### src/verilog/pmc_pkg.sv
package pmc_pkg;

    // apb geometry
    localparam int ADDR_W = 12;
    localparam int DATA_W = 32;

    // register byte addresses
    localparam logic [11:0] PMC_CTRL_ADDR = 12'h000;
    localparam logic [11:0] PMC_STAT_ADDR = 12'h004;

    // control register field positions
    localparam int SLEEP_ARM_BIT = 0;
    localparam int PDOWN_ARM_BIT = 1;
    localparam int GF0_BIT = 2;
    localparam int GF1_BIT = 3;
    localparam int SLEEP_TRIG_BIT = 5;
    localparam int PDOWN_TRIG_BIT = 6;
    localparam int SMOD_BIT = 7;

    // status register field positions
    localparam int STAT_RUN_BIT = 0;
    localparam int STAT_IDLE_BIT = 1;
    localparam int STAT_PDOWN_BIT = 2;
    localparam int STAT_PERMIT_BIT = 3;
    localparam int STAT_PD_ARMED_BIT = 4;
    localparam int STAT_SL_ARMED_BIT = 5;
    localparam int STAT_EXT_FETCH_BIT = 6;

    // reset values
    localparam logic [7:0] PMC_CTRL_RESET = 8'h00;
    localparam logic [31:0] PRDATA_RESET = 32'h0000_0000;
    localparam logic [7:0] ALT_OUT_RESET = 8'h00;

    // one-hot operating modes
    typedef enum logic [2:0]
    {
        MODE_RUN = 3'b001,
        MODE_IDLE = 3'b010,
        MODE_PDOWN = 3'b100
    } mode_t;

    // machine cycles a reset must span to end idle
    localparam int IDLE_RESET_CYCLES = 2;

endpackage : pmc_pkg

### src/verilog/power_saving_mode_control.sv
// Chosen here: the register offsets and register access over APB.
`timescale 1ns/100ps
// What this block does
// - while the permit pin is high both entry sequences are ignored.
// - idle or power-down is entered only while the permit pin is low.
// - power-down stops the oscillator and all clocks; register state is kept.
// - power-down freezes alternate outputs at their last value; clock output stops low.
// - in power-down the address latch and fetch strobes are held low.
// - setting power-down arm and trigger together does not enter power-down.
// - power-down arm and trigger bits self-clear and always read zero.
// - the trigger write completes as the last instruction before power-down.
// - when idle and power-down are both triggered, power-down wins.
// - only a hardware reset leaves power-down; memory contents are untouched.
// - the exit reset restarts the oscillator; it must be held long enough.
// - in idle the oscillator and peripheral clocks except the watchdog run, the cpu clock stops.
// - idle keeps all cpu state by stopping the cpu and watchdog clocks only.
// - in idle latched pins hold and active alternate outputs keep driving.
// - in idle the address latch and fetch strobes are held high.
// - port inputs and peripheral clocks other than the watchdog clock stay live in idle.
// - after an external fetch port 0 floats; port 2 gives address in idle only.
// - the watchdog clock is the only peripheral clock stopped in idle.
// - idle arm and trigger together do nothing; both self-clear and read zero.
// - the idle trigger write is the last instruction before the cpu clock stops.
// - any enabled interrupt ends idle and resumes the cpu.
// - a hardware reset also ends idle; two machine cycles suffice.
module power_saving_mode_control
(
    // apb slave
    input wire logic pclk,
    input wire logic presetn,
    input wire logic psel,
    input wire logic penable,
    input wire logic pwrite,
    input wire logic [pmc_pkg::ADDR_W-1:0] paddr,
    input wire logic [pmc_pkg::DATA_W-1:0] pwdata,
    output logic pready,
    output logic [pmc_pkg::DATA_W-1:0] prdata,
    output logic pslverr,
    // external permit pin, low allows power saving
    input wire logic power_save_permit_pin,
    // cpu core status
    input wire logic insn_retire,
    input wire logic ext_fetch,
    input wire logic irq_pending,
    // pin sources in normal operation
    input wire logic ale_run,
    input wire logic prog_fetch_strobe_run,
    input wire logic clock_output_run,
    input wire logic [7:0] alt_out_run,
    // pin drivers
    output logic ale_out,
    output logic prog_fetch_strobe,
    output logic clock_output_pin,
    output logic [7:0] alt_out,
    output logic port0_oe_n,
    output logic port2_addr_sel,
    // clock gates
    output logic osc_en,
    output logic cpu_clk_en,
    output logic periph_clk_en,
    output logic wdt_clk_en
);
    import pmc_pkg::*;

    typedef struct packed
    {
        mode_t mode;
        logic permit_s1;
        logic permit_s2;
        logic pd_arm;
        logic sl_arm;
        logic smod;
        logic gf1;
        logic gf0;
        logic ext_q;
        logic pready;
        logic pslverr;
        logic [31:0] prdata;
        logic ale;
        logic fetch_strb;
        logic clk_pin;
        logic [7:0] alt;
        logic p0_oe_n;
        logic p2_addr;
        logic osc;
        logic cpu;
        logic periph;
        logic wdt;
    } state_t;

    state_t s_q;
    state_t s_d;

    logic permit_low;
    logic wr_fire;
    logic [7:0] wd;
    logic pd_go;
    logic sl_go;

    assign permit_low = ~s_q.permit_s2;
    assign wr_fire = psel & penable & pwrite & s_q.pready & (paddr == PMC_CTRL_ADDR);
    assign wd = pwdata[7:0];

    // a trigger only counts with its own arm from the previous instruction
    assign pd_go = wr_fire & (s_q.mode == MODE_RUN) & permit_low & s_q.pd_arm
        & wd[PDOWN_TRIG_BIT] & ~wd[PDOWN_ARM_BIT];
    assign sl_go = wr_fire & (s_q.mode == MODE_RUN) & permit_low & s_q.sl_arm
        & wd[SLEEP_TRIG_BIT] & ~wd[SLEEP_ARM_BIT];

    always_comb
    begin
        s_d = s_q;
        s_d.permit_s1 = power_save_permit_pin;
        s_d.permit_s2 = s_q.permit_s1;

        // apb: answer in the access phase that follows each setup
        s_d.pready = psel & ~penable;
        s_d.pslverr = 1'b0;
        s_d.prdata = PRDATA_RESET;
        if (psel & ~penable)
        begin
            if (paddr == PMC_CTRL_ADDR)
            begin
                s_d.prdata[SMOD_BIT] = s_q.smod;
                s_d.prdata[GF1_BIT] = s_q.gf1;
                s_d.prdata[GF0_BIT] = s_q.gf0;
            end
            else if (paddr == PMC_STAT_ADDR)
            begin
                s_d.prdata[STAT_RUN_BIT] = s_q.mode == MODE_RUN;
                s_d.prdata[STAT_IDLE_BIT] = s_q.mode == MODE_IDLE;
                s_d.prdata[STAT_PDOWN_BIT] = s_q.mode == MODE_PDOWN;
                s_d.prdata[STAT_PERMIT_BIT] = s_q.permit_s2;
                s_d.prdata[STAT_PD_ARMED_BIT] = s_q.pd_arm;
                s_d.prdata[STAT_SL_ARMED_BIT] = s_q.sl_arm;
                s_d.prdata[STAT_EXT_FETCH_BIT] = s_q.ext_q;
            end
            else
            begin
                s_d.pslverr = 1'b1;
            end
        end

        // any other instruction retiring drops a pending arm
        if (insn_retire)
        begin
            s_d.pd_arm = 1'b0;
            s_d.sl_arm = 1'b0;
        end

        // control write; the cpu is halted outside run so writes are dropped
        if (wr_fire && s_q.mode == MODE_RUN)
        begin
            s_d.smod = wd[SMOD_BIT];
            s_d.gf1 = wd[GF1_BIT];
            s_d.gf0 = wd[GF0_BIT];
            // arm holds for one instruction only, and only alone
            s_d.pd_arm = permit_low & wd[PDOWN_ARM_BIT] & ~wd[PDOWN_TRIG_BIT];
            s_d.sl_arm = permit_low & wd[SLEEP_ARM_BIT] & ~wd[SLEEP_TRIG_BIT];
        end

        // mode sequencing
        case (s_q.mode)
            MODE_RUN:
            begin
                s_d.ext_q = ext_fetch;
                if (pd_go)
                begin
                    s_d.mode = MODE_PDOWN;
                end
                else if (sl_go)
                begin
                    s_d.mode = MODE_IDLE;
                end
            end
            MODE_IDLE:
            begin
                if (irq_pending)
                begin
                    s_d.mode = MODE_RUN;
                end
            end
            MODE_PDOWN:
            begin
                s_d.mode = MODE_PDOWN;
            end
            default:
            begin
                s_d.mode = MODE_RUN;
            end
        endcase
        if (s_d.mode != MODE_RUN)
        begin
            s_d.pd_arm = 1'b0;
            s_d.sl_arm = 1'b0;
        end

        // pins and clock gates follow the next mode
        s_d.osc = s_d.mode != MODE_PDOWN;
        s_d.periph = s_d.mode != MODE_PDOWN;
        s_d.cpu = s_d.mode == MODE_RUN;
        s_d.wdt = s_d.mode == MODE_RUN;
        case (s_d.mode)
            MODE_IDLE:
            begin
                s_d.ale = 1'b1;
                s_d.fetch_strb = 1'b1;
                s_d.clk_pin = clock_output_run;
                s_d.alt = alt_out_run;
                s_d.p0_oe_n = s_d.ext_q;
                s_d.p2_addr = s_d.ext_q;
            end
            MODE_PDOWN:
            begin
                s_d.ale = 1'b0;
                s_d.fetch_strb = 1'b0;
                s_d.clk_pin = 1'b0;
                s_d.alt = (s_q.mode == MODE_RUN) ? alt_out_run : s_q.alt;
                s_d.p0_oe_n = s_d.ext_q;
                s_d.p2_addr = 1'b0;
            end
            default:
            begin
                s_d.ale = ale_run;
                s_d.fetch_strb = prog_fetch_strobe_run;
                s_d.clk_pin = clock_output_run;
                s_d.alt = alt_out_run;
                s_d.p0_oe_n = 1'b0;
                s_d.p2_addr = ext_fetch;
            end
        endcase
    end

    // reset ends either saving mode and frees the oscillator
    always_ff @(posedge pclk or negedge presetn)
    begin
        if (!presetn)
        begin
            s_q <= '{mode: MODE_RUN, permit_s1: 1'b1, permit_s2: 1'b1,
                     pd_arm: 1'b0, sl_arm: 1'b0, smod: PMC_CTRL_RESET[SMOD_BIT],
                     gf1: PMC_CTRL_RESET[GF1_BIT], gf0: PMC_CTRL_RESET[GF0_BIT],
                     ext_q: 1'b0, pready: 1'b0, pslverr: 1'b0, prdata: PRDATA_RESET,
                     ale: 1'b0, fetch_strb: 1'b1, clk_pin: 1'b0, alt: ALT_OUT_RESET,
                     p0_oe_n: 1'b0, p2_addr: 1'b0, osc: 1'b1, cpu: 1'b1,
                     periph: 1'b1, wdt: 1'b1};
        end
        else
        begin
            s_q <= s_d;
        end
    end

    assign pready = s_q.pready;
    assign prdata = s_q.prdata;
    assign pslverr = s_q.pslverr;
    assign ale_out = s_q.ale;
    assign prog_fetch_strobe = s_q.fetch_strb;
    assign clock_output_pin = s_q.clk_pin;
    assign alt_out = s_q.alt;
    assign port0_oe_n = s_q.p0_oe_n;
    assign port2_addr_sel = s_q.p2_addr;
    assign osc_en = s_q.osc;
    assign cpu_clk_en = s_q.cpu;
    assign periph_clk_en = s_q.periph;
    assign wdt_clk_en = s_q.wdt;
endmodule : power_saving_mode_control

### config.mk
export PLATFORM = sky130hd
export DESIGN_NAME = power_saving_mode_control
export DESIGN_NICKNAME = d
export VERILOG_FILES = /design/src/verilog/pmc_pkg.sv /design/src/verilog/power_saving_mode_control.sv
export SDC_FILE = /design/constraint.sdc
export NUM_CORES = 1
export LEC_CHECK = 0
export ABC_AREA = 1
export ABC_CLOCK_PERIOD_IN_PS = 1800
export BUFFER_PORTS_ARGS = -buffer_cell sky130_fd_sc_hd__buf_2
export CORE_ASPECT_RATIO = 1.5
export CORE_MARGIN = 2
export CORE_UTILIZATION = 44
export CTS_BUF_LIST = sky130_fd_sc_hd__clkbuf_4 sky130_fd_sc_hd__clkbuf_8
export CTS_CLUSTER_SIZE = 24
export DETAILED_ROUTE_END_ITERATION = 10
export PLACE_DENSITY = 0.82
export SYNTH_ARGS = -nofsm -noshare
export SYNTH_HDL_FRONTEND = slang
export SYNTH_SLANG_ARGS = --single-unit
### constraint.sdc
create_clock -name pclk -period 1.8 [get_ports pclk]
set_input_delay 0 -clock pclk [delete_from_list [all_inputs] [get_ports pclk]]
set_output_delay 0 -clock pclk [all_outputs]
set_load 0.01 [all_outputs]
# [Word level (Yosys, flattened, before mapping)]
# Index checks and enable logic that the tools add are counted.
[word_totals] register_bits=36 latch_bits=0 mem_bits_rw=0 rom_bits=0 inputBits=64 elab_cells=75 mem_count=0
[classes] addsub=0 multipliers=0 n_div=0 magnitude_cmp=0 n_eq_ne=10 shifts=0 n_mux=19 n_bitwise=23 n_reduce_logical=3
[ops] operator="13-bit one-hot mux with 2 select lines" n=1
[ops] operator="1-bit AND" n=17
[ops] operator="8-bit 2-to-1 mux" n=2
[ops] operator="12-bit by 3-bit == test with 1-bit output (second input constant)" n=1
[ops] operator="12-bit zero test" n=1
[ops] operator="3-bit 2-to-1 mux" n=4
[ops] operator="3-bit one-hot mux with 3 select lines" n=1
[ops] operator="2-bit 2-to-1 mux" n=4
[ops] operator="7-bit 2-to-1 mux" n=1
[ops] operator="3-bit by 1-bit == test with 1-bit output (second input constant)" n=2
[ops] operator="3-bit by 2-bit == test with 1-bit output (second input constant)" n=2
[ops] operator="3-bit == test (second input constant)" n=2
[ops] operator="1-bit inverter" n=6
[ops] operator="1-bit 2-to-1 mux" n=5
[ops] operator="5-bit 2-to-1 mux" n=1
[ops] operator="3-bit by 1-bit inequality test with 1-bit output (second input constant)" n=1
[ops] operator="3-bit inequality test (second input constant)" n=1
[ops] operator="3-bit nonzero test" n=1
[ops] operator="2-bit inequality test (second input constant)" n=1
[ops] operator="1-bit logical AND" n=1

# [Depth between registers and ports, before layout]
[depth] depth_word=14 mapped_depth=10

# [Least setup slack after synthesis]
# OpenSTA, ideal clock, no wires.
[synth_timing] path_type="register -> register" start="reg s_q[59] in the netlist's numbering" end="reg s_q (netlist bit port2_addr_sel)" arrival_time_ps=1329 path_slack_ps=353 stages_incl_launch_ff=10 path_buffers=0 synth_period_minus_slack_ps=1447 cell_sequence="dfstp_2 > nand3_4 > inv_2 > nand2_2 > nor2_8 > nand3_1 > nand3_2 > nand2_4 > nand2_1 > nand2_1"
[synth_rtl] item="from (decl)" line_no="power_saving_mode_control.sv:91" source="state_t s_q;"
[synth_rtl] item="from (signal assigned)" line_no="power_saving_mode_control.sv:239" source="s_q <= '{mode: MODE_RUN, permit_s1: 1'b1, permit_s2: 1'b1,"

==> run_results.csv <==
group,metric,value,unit
layout,drive_above_1_share,35.6,%
routing,viasPerCell,4.37,
clock_tree,path_clk_slew,0.07,ns
yosys,synth_xor_area_share,0,%
setup_path,critical-path-slowest-cell,"dfstp_2",
clock_tree,cts_tree,"built",
timing,slew_headroom,50.4,%
clock_tree,max-clock-path-buffers,2,
timing,hold_viol_final,0,
placement,port_buffers,65,
setup_path,cp-start-kind,"flip-flop",
floorplanning,core,3960,um^2
timing,grt_setup_unrepaired,"no",
grt,antenna_found_initial,0,
routing,ant_nets,0,
run,cap_viol_max_count,0,
layout,area_growth,24.2,%
grt,grt_max_degree,37,
routing,drc,0,
setup_path,cp_num_buf_inv,1,
clock_tree,htreeDepth,2,
timing,final_max_slew_viol_count,0,
yosys,yosys_warnings,0,
yosys,yosys.area_share.simple,24.4,%
timing,finalSetupViolations,0,
yosys,yosys-mux-area-fraction,0,%
yosys,avgSynthCellArea,8.94,um^2
timing,setup_tns,0,ns
worst_hold_path,min_path_type,"input port to flip-flop",
timing,worst_pin_slew,0.745,ns
timing,period_share,89.2,%
floorplanning,initial_utilization,46.3,%
status,outcome,"finished, final reports clean",
grt,grtUsageTotal,16.3,%
routing,dr.first_iter.drc_count,40,
floorplanning,fp.dieArea,4710,um^2
power_and_ir_drop,cellLeakagePower,1.28,nW
setup_path,critPathMaxStageDelay,0.57,ns
layout,antennaDiodeCount,0,
yosys,ys_seq_elements,36,
setup_path,crit_chain,"nand3_4, inv_2, nand2_2, nor2_8, nand3_1, nand3_2, nand2_4, nand2_1, nand2_1",
grt,grt_remaining_overflow,0,
yosys,syn_inst,205,
placement,dpl.hpwl,2.55,mm
setup_path,crit_path_max_fanout,9,
yosys,synth_adder_area_share,0,%
layout,final_cell_mix,"buf_2 (65), nand2_1 (49), dfrtp_1 (30)",
yosys,synth_top_family_by_area,"simple AND/OR/NAND/NOR gates",
setup_path,cp_common_cell,"nand2_1",
setup_path,arrival,1.78,ns
clock_tree,cts.sinks,36,
clock_tree,postCtsSetupBuffers,0,
timing,layout_setup_ws,0.195,ns
layout,final_common_cell,"buf_2",
routing,first_pass_iters,4,
setup_path,crit_type,"flip-flop to flip-flop",
placement,place.gp.congestion,0.761,
grt,grt_pass1_wl,5.87,mm
clock_tree,clkLatencyLatePin,0.29,ns
setup_path,cp-end-kind,"flip-flop",
floorplanning,io_pins,115,
placement,pre_cts_ws,0.199,ns
clock_tree,cts_buffers,5,
layout,nets,341,
floorplanning,die_width,56.7,um
timing,finalCriticalPeriod,1.61,ns
timing,finalClockSkew,0.0103,ns
clock_tree,cts_root_buffer,"clkbuf_8",
power_and_ir_drop,report.power.total,2.06,mW
routing,routedWlPerCell,10.7,um
setup_path,crit_family,"simple AND/OR/NAND/NOR gates",
power_and_ir_drop,peakVddDrop,0.598,mV
yosys,ys_seq_area_share,49.6,%
routing,num_vias,1413,
yosys,synthesis.area,1830,um^2
power_and_ir_drop,pwr_density_cell,906,nW/um^2
layout,layout.cells.non_filler,323,
grt,grt_pass1_vias,1363,
floorplanning,fp-row-count,28,
routing,totalWireLength,3.46,mm
yosys,synth_cell_types,25,
setup_path,cp.required,1.98,ns
timing,max_freq,623,MHz
yosys,synth_compound_area_share,3.01,%
floorplanning,die_y,83.0,um
placement,dp_cells,296,
[metrics by stage]
step | hold slack, ns | instance area (um^2) | utilization [%]
2_1_floorplan | -0.296 | 1920 | -
5_1_grt | 0.0673 | 2270 | 57.5
3_3_place_gp | 0.107 | 1990 | 50.2
6_report | 0.0591 | 2270 | 57.5
3_5_place_dp | 0.107 | 1990 | 50.2
4_1_cts | 0.0573 | 2270 | 57.5
[layout make-up]
type | count | area (um^2)
clock buffer | 7 | 90.1
clock inverter | 1 | 7.51
fill | 373 | 1680
inverter | 26 | 97.6
multi-input combinational | 123 | 592
sequential | 36 | 908
tap | 45 | 56.3
timing repair buffer | 85 | 523
[where the power goes]
group	leakage (nW)	internal (mW)	switching [mW]
sequential	0.450	0.920	0.0393
combinational	0.778	0.196	0.312
clock	0.0479	0.326	0.268
[synthesized netlist by cell type]
cell type	n	area, um^2
nor2_1	14	52.6
nor2_8	1	20.0
nor2_2	4	25.0
nand3_2	2	20.0
nand3_1	1	5.00
nand3_4	1	17.5
nand2_4	2	22.5
or2_1	1	6.26
conb_1	1	3.75
nand4_1	5	31.3
dfrtp_1	30	751
o211ai_2	1	12.5
inv_2	4	15.0
nor3_1	9	45.0
o21ai_0	3	15.0
nand2_1	49	184
a21oi_1	2	10.0
nor2_4	1	11.3
buf_4	42	315
nand2_2	1	6.26
o21ai_2	2	17.5
clkinv_1	1	3.75
inv_1	21	78.8
buf_2	1	5.00
dfstp_2	6	158
[cell families after synthesis]
group,Yosys count
AOI/OAI and AO/OA,8
buffers and inverters,69
DFF,36
other,1
and+or+nand+nor,91
[worst reg2reg max path, delay by kind of cell (launching register included)]
kind / cells / cell delay [ns]
buffers and inverters: 1 / 0.09
AND/OR/NAND/NOR: 8 / 0.84
flip-flops: 1 / 0.57
[state kept, by name, indices dropped and copies added (netlist names)]
name,cells
alt_out,8
pslverr,1
prdata,8
pready,1
prog_fetch_strobe,1
s_q,10
wdt_clk_en,1
s_d,1
clock_output_pin,1
port2_addr_sel,1
periph_clk_en,1
ale_out,1
port0_oe_n,1
[final timing paths]
path / from / end / slack (ns) / cells past startpoint
min reg2reg: s_d[57]$_DFF_PN1_ / s_q[57]$_DFF_PN1_ / 0.36 / 0
min in group asynchronous: presetn / prdata[1]$_DFF_PN0_ / 0.32 / 2
max: s_q[59]$_DFF_PN1_ / port2_addr_sel$_DFF_PN0_ / 0.19 / 9
max in group asynchronous: presetn / s_q[55]$_DFFE_PN0P_ / 1.00 / 2
max reg2reg: s_q[59]$_DFF_PN1_ / port2_addr_sel$_DFF_PN0_ / 0.19 / 9
min: irq_pending / wdt_clk_en$_DFF_PN1_ / 0.06 / 3
[layer usage]
metal / up-vias / share of wire, % / routed length [um] / global-route usage (%)
met5: - / 0 / 0 / 0
met4: 0 / 2.5 / 85 / 8.23
met3: 7 / 7.4 / 256 / 5.14
met2: 58 / 54 / 1870 / 29.4
met1: 649 / 36 / 1250 / 16.0
li1: 699 / - / - / -
[repair_timing]
item,CTS,global route
hold endpoints to repair,47,0
gates resized for setup,0,0
hold buffers,19,0
(Power assumes the default switching activity.)
